==> src/tbc_pkg.sv <==
// constants and types of the trace buffer capture block
// Functional notes
// RQ1: mid alignment stores from arming, then exactly 32 lines after trigger, then disarms.
// RQ2: tagged mid trigger continues 32 lines; breakpoint only after those lines.
// RQ3: end alignment stores until final state, then disarms and stops storing.
// RQ4: end alignment never stores the flow-change event that caused the trigger.
// RQ5: four trace modes selected by the mode field.
// RQ6: flow mode stores taken-branch sources, indexed/return destinations, ordinary vectors.
// RQ7: plain branches, subroutine branch, background entry, direct jumps store nothing.
// RQ8: flow entry holds full 23-bit address plus information byte with source/destination.
// RQ9: destination stored at instruction completion even if an interrupt follows.
// RQ10: duplicate filter copies each stored address into a holding register.
// RQ11: duplicate filter drops a repeated source; destinations and vectors always stored.
// RQ12: detailed mode stores address and data of accesses, not fetch or free cycles.
// RQ13: detailed mode may limit storing to the window between comparators C and D.
// RQ14: pc mode stores every executed opcode address in flow entry format.
// RQ15: flow modes count per entry; detailed mode keeps count bit 0 clear.
// RQ16: every flow entry written has its valid bit set.
// RQ17: detailed byte access data goes to low data byte, high byte cleared.
// RQ18: detailed word access puts lower-address byte in byte3, higher in byte2.
// RQ19: line holds one detailed entry or two four-byte flow entries.
// RQ20: flow info byte: bit7 destination, bit4 valid, bits 5 and 3..0 zero.
// RQ21: flow info bit6 marks vector destination and implies destination flag.
// RQ22: detailed info byte: bit6 byte access, bit5 read access.
// RQ23: alignment field: 00 end, 01 begin, 10 mid, 11 reserved; code starts no session at 01, as at 11.
// RQ24: store is a circular 64 by 64 array; count advances after each store.
// RQ25: mode field: 00 flow, 01 duplicate filtered, 10 detailed, 11 pc.
package tbc_pkg;
    localparam int TBC_LINES = 64;
    localparam int TBC_LINE_W = 64;
    localparam int TBC_IDX_W = 6;
    localparam int TBC_CNT_W = 7;
    localparam int TBC_ADDR_W = 23;
    localparam logic [5:0] TBC_MID_LINES = 6'h20;
    localparam logic [6:0] TBC_CNT_RST = 7'h00;
    localparam logic [22:0] TBC_ADDR_RST = 23'h000000;
    localparam logic [5:0] TBC_POST_RST = 6'h00;
    localparam int TBC_INF_DEST = 7;
    localparam int TBC_INF_VEC = 6;
    localparam int TBC_INF_VALID = 4;
    localparam int TBC_INF_SIZE = 6;
    localparam int TBC_INF_READ = 5;

    typedef enum logic [1:0] {
        TBC_MODE_FLOW = 2'b00,
        TBC_MODE_DUP = 2'b01,
        TBC_MODE_DETAIL = 2'b10,
        TBC_MODE_PC = 2'b11
    } tbc_mode_t;

    typedef enum logic [1:0] {
        TBC_ALIGN_END = 2'b00,
        TBC_ALIGN_BEGIN = 2'b01,
        TBC_ALIGN_MID = 2'b10,
        TBC_ALIGN_RSVD = 2'b11
    } tbc_align_t;

    typedef enum logic [3:0] {
        TBC_FLOW_NONE = 4'h0,
        TBC_FLOW_COND_SRC = 4'h1,
        TBC_FLOW_IDX_DST = 4'h2,
        TBC_FLOW_RET_DST = 4'h3,
        TBC_FLOW_VEC = 4'h4,
        TBC_FLOW_SWI_VEC = 4'h5,
        TBC_FLOW_BGD_VEC = 4'h6,
        TBC_FLOW_UNCOND = 4'h7,
        TBC_FLOW_DIRECT = 4'h8
    } tbc_flow_t;

    typedef enum logic [1:0] {
        TBC_ST_IDLE = 2'b00,
        TBC_ST_FILL = 2'b01,
        TBC_ST_POST = 2'b10
    } tbc_state_t;

    function automatic logic [7:0] tbc_flow_info(input logic dest, input logic vec);
        logic [7:0] inf;
        inf = 8'h00;
        inf[TBC_INF_DEST] = dest | vec;
        inf[TBC_INF_VEC] = vec;
        inf[TBC_INF_VALID] = 1'b1;
        return inf;
    endfunction : tbc_flow_info
endpackage : tbc_pkg

==> src/tbc_line_store.sv <==
// circular trace line store with half-line write enables
`timescale 1ns/1ps
module tbc_line_store
    import tbc_pkg::*;
(
    // clock and reset
    input wire logic i_clk_sys,
    input wire logic i_nrst,
    // write side
    input wire logic i_wr_lo,
    input wire logic i_wr_hi,
    input wire logic [TBC_IDX_W-1:0] i_wr_line,
    input wire logic [TBC_LINE_W-1:0] i_wr_data,
    // read side
    input wire logic [TBC_IDX_W-1:0] i_rd_line,
    output logic [TBC_LINE_W-1:0] o_rd_data
);
    logic [TBC_LINE_W-1:0] mem [TBC_LINES];

    always_ff @(posedge i_clk_sys) begin
        if (i_wr_lo) begin
            mem[i_wr_line][31:0] <= i_wr_data[31:0];
        end
        if (i_wr_hi) begin
            mem[i_wr_line][63:32] <= i_wr_data[63:32];
        end
    end

    always_ff @(posedge i_clk_sys or negedge i_nrst) begin
        if (!i_nrst) begin
            o_rd_data <= 64'h0;
        end else begin
            o_rd_data <= mem[i_rd_line];
        end
    end
endmodule : tbc_line_store

==> src/tbc_capture.sv <==
// trace buffer capture: entry selection, formatting, alignment and count
`timescale 1ns/1ps
module tbc_capture (
    // clock and reset
    input wire logic i_clk_sys,
    input wire logic i_nrst,
    // control
    input wire logic i_trace_en,
    input wire logic [1:0] i_trace_mode_select,
    input wire logic [1:0] i_trigger_alignment,
    input wire logic [1:0] i_detail_range_select,
    input wire logic i_brk_en,
    input wire logic i_bgnd_active,
    // sequencer
    input wire logic i_armed,
    input wire logic i_final,
    input wire logic i_trig_on_flow,
    // flow-change events
    input wire tbc_pkg::tbc_flow_t i_flow_class,
    input wire logic [tbc_pkg::TBC_ADDR_W-1:0] i_flow_addr,
    // executed opcodes
    input wire logic i_exec_valid,
    input wire logic [tbc_pkg::TBC_ADDR_W-1:0] i_exec_pc,
    // accesses
    input wire logic i_acc_valid,
    input wire logic [tbc_pkg::TBC_ADDR_W-1:0] i_acc_addr,
    input wire logic [15:0] i_acc_data,
    input wire logic i_acc_byte,
    input wire logic i_acc_read,
    input wire logic i_acc_opfetch,
    input wire logic i_acc_free,
    // range comparators
    input wire logic [tbc_pkg::TBC_ADDR_W-1:0] i_cmp_c_addr,
    input wire logic [tbc_pkg::TBC_ADDR_W-1:0] i_cmp_d_addr,
    // readout
    input wire logic [tbc_pkg::TBC_IDX_W-1:0] i_rd_line,
    output logic [tbc_pkg::TBC_LINE_W-1:0] o_rd_data,
    // status
    output logic [tbc_pkg::TBC_CNT_W-1:0] o_trace_line_count,
    output logic o_tracing,
    output logic o_disarm,
    output logic o_brk_req
);
    import tbc_pkg::*;

    tbc_state_t state_r;
    tbc_state_t state_nxt;
    logic [TBC_CNT_W-1:0] cnt_r;
    logic [TBC_CNT_W-1:0] cnt_nxt;
    logic [5:0] post_r;
    logic [5:0] post_nxt;
    logic [TBC_ADDR_W-1:0] held_r;
    logic held_vld_r;
    logic armed_r;

    // mode decode
    wire tbc_mode_t mode = tbc_mode_t'(i_trace_mode_select);
    wire tbc_align_t align = tbc_align_t'(i_trigger_alignment);
    wire is_detail = (mode == TBC_MODE_DETAIL); // see RQ5 RQ25
    wire is_dup = (mode == TBC_MODE_DUP);
    wire is_pc = (mode == TBC_MODE_PC);
    wire is_flow = (mode == TBC_MODE_FLOW) || is_dup;
    wire align_end = (align == TBC_ALIGN_END); // see RQ23
    wire align_mid = (align == TBC_ALIGN_MID); // see RQ23
    wire arm_rise = i_armed && !armed_r;

    // storing window
    wire active = (state_r != TBC_ST_IDLE) && i_trace_en && !i_bgnd_active;

    // flow-change classification
    wire flow_src = (i_flow_class == TBC_FLOW_COND_SRC); // see RQ6
    wire flow_vec = (i_flow_class == TBC_FLOW_VEC); // see RQ6
    // completion-time destination, interrupt or not
    wire flow_dst = (i_flow_class == TBC_FLOW_IDX_DST)
                    || (i_flow_class == TBC_FLOW_RET_DST); // see RQ6 RQ9
    // uncond, direct, swi and background vectors fall through here
    wire flow_any = flow_src || flow_dst || flow_vec; // see RQ7
    wire dup_hit = is_dup && flow_src && held_vld_r && (held_r == i_flow_addr); // see RQ11
    wire trig_flow_drop = align_end && i_final && i_trig_on_flow; // see RQ4
    wire flow_take = is_flow && flow_any && !dup_hit && !trig_flow_drop;

    // pc and detailed candidates
    wire pc_take = is_pc && i_exec_valid; // see RQ14
    wire lo_ok = (i_acc_addr >= i_cmp_c_addr);
    wire hi_ok = (i_acc_addr <= i_cmp_d_addr);
    wire in_win = (i_detail_range_select == 2'b00) || (lo_ok && hi_ok); // see RQ13
    wire acc_take = is_detail && i_acc_valid && !i_acc_opfetch
                    && !i_acc_free && in_win; // see RQ12

    wire wr_en = active && (flow_take || pc_take || acc_take);

    // entry formatting
    wire [TBC_ADDR_W-1:0] ent_addr = pc_take ? i_exec_pc : i_flow_addr;
    wire [7:0] flow_info_byte = pc_take ? tbc_flow_info(1'b0, 1'b0)
                                        : tbc_flow_info(flow_dst, flow_vec); // see RQ16 RQ20 RQ21
    wire [31:0] flow_entry = {flow_info_byte, 1'b0, ent_addr}; // see RQ8
    wire [7:0] detail_info_byte = {1'b0, i_acc_byte, i_acc_read, 5'h00}; // see RQ22
    wire [7:0] trace_data_high = i_acc_byte ? 8'h00 : i_acc_data[15:8]; // see RQ17
    wire [7:0] trace_data_low = i_acc_data[7:0]; // see RQ18
    wire [63:0] detail_line = {detail_info_byte, 1'b0, i_acc_addr,
                               trace_data_high, trace_data_low, 16'h0000}; // see RQ19
    wire [63:0] wr_data = is_detail ? detail_line : {flow_entry, flow_entry}; // see RQ19
    wire wr_lo = wr_en && (is_detail || !cnt_r[0]);
    wire wr_hi = wr_en && (is_detail || cnt_r[0]);
    wire line_done = wr_en && (is_detail || cnt_r[0]);

    // count advance
    wire [5:0] line_inc = cnt_r[6:1] + 6'h01;
    always_comb begin
        cnt_nxt = cnt_r;
        if (wr_en && is_detail) begin
            cnt_nxt = {line_inc, 1'b0}; // see RQ15
        end else if (wr_en) begin
            cnt_nxt = cnt_r + 7'h01; // see RQ15
        end
    end

    // session end
    wire end_hit = (state_r == TBC_ST_FILL) && align_end && i_final; // see RQ3
    wire post_done = (state_r == TBC_ST_POST) && line_done
                     && (post_r == TBC_MID_LINES - 6'h01); // see RQ1

    always_comb begin
        state_nxt = state_r;
        post_nxt = post_r;
        unique case (state_r)
            TBC_ST_IDLE: begin
                if (arm_rise && i_trace_en && (align_end || align_mid)) begin
                    state_nxt = TBC_ST_FILL; // see RQ1
                end
            end
            TBC_ST_FILL: begin
                if (!i_armed || end_hit) begin
                    state_nxt = TBC_ST_IDLE;
                end else if (align_mid && i_final) begin
                    state_nxt = TBC_ST_POST; // see RQ2
                    post_nxt = TBC_POST_RST;
                end
            end
            TBC_ST_POST: begin
                if (!i_armed || post_done) begin
                    state_nxt = TBC_ST_IDLE;
                end else if (line_done) begin
                    post_nxt = post_r + 6'h01;
                end
            end
            default: begin
                state_nxt = TBC_ST_IDLE;
            end
        endcase
    end

    always_ff @(posedge i_clk_sys or negedge i_nrst) begin
        if (!i_nrst) begin
            state_r <= TBC_ST_IDLE;
            post_r <= TBC_POST_RST;
            cnt_r <= TBC_CNT_RST;
            armed_r <= 1'b0;
        end else begin
            state_r <= state_nxt;
            post_r <= post_nxt;
            cnt_r <= cnt_nxt; // see RQ24
            armed_r <= i_armed;
        end
    end

    // holding register for the duplicate filter
    always_ff @(posedge i_clk_sys or negedge i_nrst) begin
        if (!i_nrst) begin
            held_r <= TBC_ADDR_RST;
            held_vld_r <= 1'b0;
        end else if (state_r == TBC_ST_IDLE) begin
            held_vld_r <= 1'b0;
        end else if (wr_en && !is_detail) begin
            held_r <= ent_addr; // see RQ10
            held_vld_r <= 1'b1;
        end
    end

    tbc_line_store u_store (
        .i_clk_sys(i_clk_sys),
        .i_nrst(i_nrst),
        .i_wr_lo(wr_lo),
        .i_wr_hi(wr_hi),
        .i_wr_line(cnt_r[6:1]), // see RQ24
        .i_wr_data(wr_data),
        .i_rd_line(i_rd_line),
        .o_rd_data(o_rd_data)
    );

    assign o_trace_line_count = cnt_r;
    assign o_tracing = (state_r != TBC_ST_IDLE);
    assign o_disarm = end_hit || post_done; // see RQ3
    assign o_brk_req = i_brk_en && (end_hit || post_done); // see RQ2
endmodule : tbc_capture

==> config.mk <==
export PLATFORM = sky130hd
export DESIGN_NAME = tbc_capture
export DESIGN_NICKNAME = d
export VERILOG_FILES = /design/src/tbc_pkg.sv /design/src/tbc_line_store.sv /design/src/tbc_capture.sv
export SDC_FILE = /design/constraint.sdc
export NUM_CORES = 2
export LEC_CHECK = 0
export ABC_AREA = 1
export BUFFER_PORTS_ARGS = -buffer_cell sky130_fd_sc_hd__clkbuf_2
export CORE_ASPECT_RATIO = 2
export CORE_MARGIN = 1
export CORE_UTILIZATION = 50
export DETAILED_ROUTE_END_ITERATION = 10
export PLACE_DENSITY_LB_ADDON = 0.12
export SYNTH_ARGS = -nofsm -noshare
export SYNTH_HDL_FRONTEND = slang
export SYNTH_SLANG_ARGS = --single-unit
==> constraint.sdc <==
create_clock -name i_clk_sys -period 5.9 [get_ports i_clk_sys]
set_clock_uncertainty 0.1 [all_clocks]
set_input_delay 0.59 -clock i_clk_sys [delete_from_list [all_inputs] [get_ports i_clk_sys]]
set_output_delay 0.59 -clock i_clk_sys [all_outputs]
set_load 0.005 [all_outputs]
Word-level counts from Yosys, hierarchy flattened
Memories as Yosys holds them, arrays and structs flattened. A register that Yosys moved wholly into a read port is not among the register bits.
Cells that the tools add are included.
{"block": "totals", "out_inout_bits": 74, "elab_cells": 119, "ff_bits": 40, "mem_count": 1, "latch_bits": 0, "romBits": 0, "input_bits": 161, "ram_bits": 4096}
{"block": "classes", "muxes": 22, "eq_ne": 19, "multipliers": 0, "reduce_logical": 64, "add_sub_neg": 3, "magnitude_cmp": 2, "div_mod_pow": 0, "n_shift": 0, "bitwise": 2}
{"memory": "u_store.mem", "depth": 64, "width": 64, "read_ports": 1, "rd_ports_with_merged_regs": 1, "write_ports": 1, "line": "tbc_line_store.sv:18", "source": "logic [TBC_LINE_W-1:0] mem [TBC_LINES];"}
{"cell": "two-way mux 64 bit", "count": 1}
{"cell": "logical AND 1 bit", "count": 30}
{"cell": "two-way mux 6 bit", "count": 4}
{"cell": "== test 23 bit", "count": 1}
{"cell": "greater-or-equal comparator 23 bit", "count": 1}
{"cell": "less-or-equal comparator 23 bit", "count": 1}
{"cell": "two-way mux 23 bit", "count": 1}
{"cell": "two-way mux 8 bit", "count": 2}
{"cell": "two-way mux 7 bit", "count": 2}
{"cell": "logical OR 1 bit", "count": 13}
{"cell": "adder 6 x 1 -> 6 bit (second input constant)", "count": 2}
{"cell": "case mux 6 bit (2 select lines)", "count": 1}
{"cell": "zero test 1 bit", "count": 10}
{"cell": "== test 2 bit (second input constant)", "count": 4}
{"cell": "== test 4 x 2 -> 1 bit (second input constant)", "count": 2}
{"cell": "zero test 2 bit", "count": 4}
{"cell": "two-way mux 2 bit", "count": 4}
{"cell": "!= test 2 bit (second input constant)", "count": 4}
{"cell": "nonzero test 2 bit", "count": 4}
{"cell": "adder 7 x 1 -> 7 bit (second input constant)", "count": 1}
{"cell": "== test 6 x 5 -> 1 bit (second input constant)", "count": 1}
{"cell": "two-way mux 1 bit", "count": 6}
{"cell": "case mux 2 bit (3 select lines)", "count": 1}
{"cell": "AND reduction 5 bit", "count": 1}
{"cell": "9 further kinds", "count": 11}

Logic depth before layout (Yosys ltp)
{"block": "depth", "ltp_word": 16, "ltp_mapped": 21, "depth_no_buf": 21}

By module
A second synthesis with hierarchy kept.
{"block": "hier_totals", "cells_unflattened": 14241, "hier_area_um2": 170822.6}
{"module": "tbc_line_store", "seq_area_each_um2": 124599.5, "area_per_inst_um2": 166373.3, "n_inst": 1, "cells_per_inst": 13504}
{"module": "tbc_capture", "seq_area_each_um2": 1001.0, "area_per_inst_um2": 4449.3, "n_inst": 1, "cells_per_inst": 737}

Least setup slack after synthesis
No wires, ideal clock.
{"block": "synth_timing", "kind": "input -> register", "start": "in i_trace_mode_select[0]", "end": "mem u_store.mem[0][31], data pin", "arrival_time_ns": 4.404, "setup_slack_ns": 1.099, "path_buffers": 0, "t_required_ns": 5.503, "setup_time_ns": 0.297, "stages": 4, "cell_sequence": "nand3_1 inv_1 nor3_1 a31o_2"}
{"block": "synth_via", "elab_chain_cells": 4, "word_cells_on_any_way": 5, "cone_classes": "eq/ne (2); mux (2); reduce/logical (1)"}
{"item": "from (decl)", "line": "tbc_capture.sv:9", "source": "input wire logic [1:0] i_trace_mode_select,"}
{"item": "== test 2 bit", "line": "tbc_capture.sv:61", "source": "wire is_pc = (mode == TBC_MODE_PC);"}
{"item": "logical AND 1 bit", "line": "tbc_capture.sv:83", "source": "wire pc_take = is_pc && i_exec_valid;"}
{"item": "two-way mux 8 bit", "line": "tbc_capture.sv:94", "source": "wire [7:0] flow_info_byte = pc_take ? tbc_flow_info(1'b0, 1'b0)"}
{"item": "two-way mux 64 bit *", "line": "tbc_capture.sv:102", "source": "wire [63:0] wr_data = is_detail ? detail_line : {flow_entry, flow_entry};"}
{"item": "named net u_store.i_wr_data[31]", "line": "tbc_line_store.sv:13", "source": "input wire logic [TBC_LINE_W-1:0] i_wr_data,"}
{"item": "to (decl)", "line": "tbc_line_store.sv:18"}
The timed path passes the listed nets; every way through them passes the cells marked *.

Worst setup path in the final report
{"block": "layout_timing", "start": "reg cnt_r[5], in the netlist o_trace_line_count[5]", "end": "mem u_store.mem[38][36], enable pin"}
{"item": "from (decl)", "line": "tbc_capture.sv:48", "source": "logic [TBC_CNT_W-1:0] cnt_r;"}
{"item": "from (signal assigned)", "line": "tbc_capture.sv:162", "source": "cnt_r <= cnt_nxt;"}
No word-level cell before the write port.

==> impl_metrics.py <==
metrics = {
    "outcome": {
        "status": "finished with violations",
        "violations": "capacitance limit, slew limit",
    },
    "setup_path": {
        "cp-end-kind": "register",
        "cp_top_family": "simple AND/OR/NAND/NOR gates",
        "timing.critical_path.mode_cell": "nand2_1",
        "worstPathArrival_ps": 4760,
        "worst-setup-path-type": "reg -> reg",
        "crit_fanout": 27,
        "crit_required_ps": 6360,
        "worst-path-buf-inv": 1,
        "cp_slowest_stage_delay_ps": 1210,
        "path_cells": "inv_1, nand2_1, nor2_1, nand2_1, nor2_4",
        "cpMaxStageDelayCell": "nor2_1",
        "start_kind": "register",
    },
    "sta": {
        "fmax_ghz": 0.233,
        "setup_viol": 0,
        "finalHoldViolCount": 0,
        "tns_ps": 0,
        "fin_crit_ps": 4290,
        "maxSlewViolCount": 9,
        "final_min_period_over_clock_period_pct": 72.8,
        "rsz0062_at_grt": "no",
        "max_slew.worst_pin.slew_ps": 1610,
        "max_slew_margin_pct": -7.42,
    },
    "yosys": {
        "synthArstFlopShare_pct": 2.55,
        "synth_mux_area_share_pct": 0.0588,
        "synth_adder_area_share_pct": 0.400,
        "ys_ff_latch": 3875,
        "synth_compound_area_share_pct": 13.3,
        "synth_cell_types": 39,
        "synth-xor-area-share_pct": 0.0800,
        "synth-seq-area-share_pct": 75.6,
        "synth_edf_count": 3776,
        "ys.flop_type": "edfxtp_1",
        "synthCells": 11800,
        "syn_avg_cell_area_sq_um": 13.0,
        "synth_area_leader_cell": "edfxtp_1",
        "netlist_top_cells_area": "edfxtp_1 74%, o21ai_0 7.6%, nor2_1 6.8%",
        "synth-simple-area-share_pct": 7.76,
        "ys_warn_count": 0,
        "synth_area_sq_mm": 0.153,
        "synth_top_family_by_area": "compound AO/OA/AOI/OAI gates",
        "synth_top_cell_area_share_pct": 74.0,
    },
    "detailed_routing": {
        "dr.pass1.iters": 6,
        "vias_per_cell": 6.30,
        "drc": 0,
        "drt_iter0_drc": 12300,
        "num_vias": 103000,
        "wl_um": 542000,
        "antenna_left": 0,
        "detail_route.wl_per_cell_um": 33.1,
    },
    "global_routing": {
        "grt_pass1_wl_um": 753000,
        "antenna_found_initial": 32,
        "grt_pass1_vias": 100000,
        "overflow": 0,
        "globalRouteTotalUtil_pct": 34.5,
        "grt_start_max_net_pins": 232,
    },
    "place": {
        "place_inst": 15700,
        "dp_hpwl_um": 353000,
        "io_buffers": 229,
        "place_congestion": 1.02,
    },
    "die": {
        "io_pins": 235,
        "die_area_sq_mm": 0.309,
        "initial_core_util_pct": 50.2,
        "rows": 287,
        "die_y_um": 785,
        "die_w_um": 393,
        "core_sq_mm": 0.305,
    },
    "clocking": {
        "cts.clk_slew.worst_paths_ps": 70,
        "clock_path_buffers": 4,
        "cts_resized": 0,
        "cts_max_level": 5,
        "cts_buffers": 336,
        "cts_hold_buf": 19,
        "clk_latency_ps": 960,
        "cts-root-buf": "clkbuf_16",
        "cts_setup_buffers": 0,
        "clock_sinks": 3875,
        "cts_tree": "yes",
    },
    "hold_path": {
        "worstHoldPathType": "in -> reg",
    },
    "final_layout": {
        "drive_gt1_share_pct": 11.4,
        "fin_nets": 12200,
        "area_growth_syn_to_layout_pct": 12.9,
        "stdcell_count": 16400,
    },
    "pwr": {
        "power.leakage_nw": 55.8,
        "irDropWorstVdd_mv": 0.242,
        "p_per_area_mw_per_mm2": 340,
    },
    "flow_run": {
        "cap_violations": 1,
    },
}
## through the flow
| step | cell area, sq um | total power, mW | setup slack [ps] | util, % | hold slack, ps |
|---|---|---|---|---|---|
| 2_1_floorplan | 153000 | 33.7 | 1100 | - | 194 |
| 3_3_place_gp | 162000 | 36.6 | 1000 | 53.0 | 357 |
| 3_5_place_dp | 162000 | 36.6 | 1170 | 53.0 | 370 |
| 4_1_cts | 173000 | 58.7 | 1940 | 56.7 | 2.89 |
| 5_1_grt | 173000 | 60.0 | 1660 | 56.7 | 62.2 |
| 6_report | 173000 | 58.7 | 1610 | 56.7 | 48.8 |
## power by group
part	internal, mW	switching [mW]
clock	12.4	10.2
combinational	1.21	4.14
sequential	30.6	0.220
## synth_stat cells, types with 49 or more instances
| library cell | instances |
|---|---|
| nand2_1 | 331 |
| ha_1 | 49 |
| o21ai_0 | 2328 |
| inv_1 | 126 |
| clkbuf_1 | 617 |
| o21ai_1 | 124 |
| o32ai_1 | 76 |
| edfxtp_1 | 3776 |
| dfrtp_1 | 99 |
| nor2_1 | 2765 |
| buf_2 | 178 |
| o22ai_1 | 1159 |
## path summary, 6_finish.rpt
path,start,to,slack (ps),depth (start not counted)
setup / recovery,o_trace_line_count[5],u_store.mem[38][36],1610,5
hold / removal,i_exec_pc[3],held_r[3],50,3
setup reg to reg,o_trace_line_count[5],u_store.mem[38][36],1610,5
hold reg to reg,post_r[3],post_r[3],380,2
max in group asynchronous,i_nrst,u_store.o_rd_data[38],4500,3
min in group asynchronous,i_nrst,held_r[9],130,2
## flip-flops by register name, indices dropped and copies added, names as in the netlist
name	flops
armed_r	1
held_r	23
held_vld_r	1
o_trace_line_count	7
post_r	6
state_r	2
u_store.mem	3776
u_store.o_rd_data	59
## layout by cell type (no fill, tap or decap), types with 99 or more instances in the layout
cell,netlist,routed
edfxtp_1,3776,3776
nor2_1,2765,2611
o21ai_0,2328,2299
o22ai_1,1159,1159
buf_4,42,393
clkbuf_16,0,348
nand2_1,331,315
clkbuf_2,0,222
nor2_4,0,152
o21ai_1,124,136
inv_1,126,121
dfrtp_1,99,99
## per-layer routing
layer | global-route usage [%] | share of wire [%]
met1 | 37.7 | 33
met2 | 58.3 | 49
met3 | 6.16 | 7.7
met4 | 28.9 | 10
met5 | 0.373 | 0.053
## layout make-up
type,instances,area (sq um)
clock buffer,446,9340
tap,4046,5060
timing repair buffer,711,5760
sequential,3875,116000
antenna,20,50.0
inverter,130,523
clock inverter,170,1640
fill,24700,132000
multi-input combinational,6954,34800
## cells by family after synthesis
| family | Yosys count |
|---|---|
| other | 1 |
| AOI/OAI and AO/OA | 3728 |
| and+or+nand+nor | 3149 |
| muxes | 9 |
| xor gates and xnor gates | 14 |
| adders and majority gates | 49 |
| buffers and inverters | 990 |
| DFF | 3875 |
## worst min-delay path, cell delays in order
cell,delay [ps]
clkbuf_2,90
mux2i_1,170
o21ai_1,170
(Power assumes the default switching activity.)
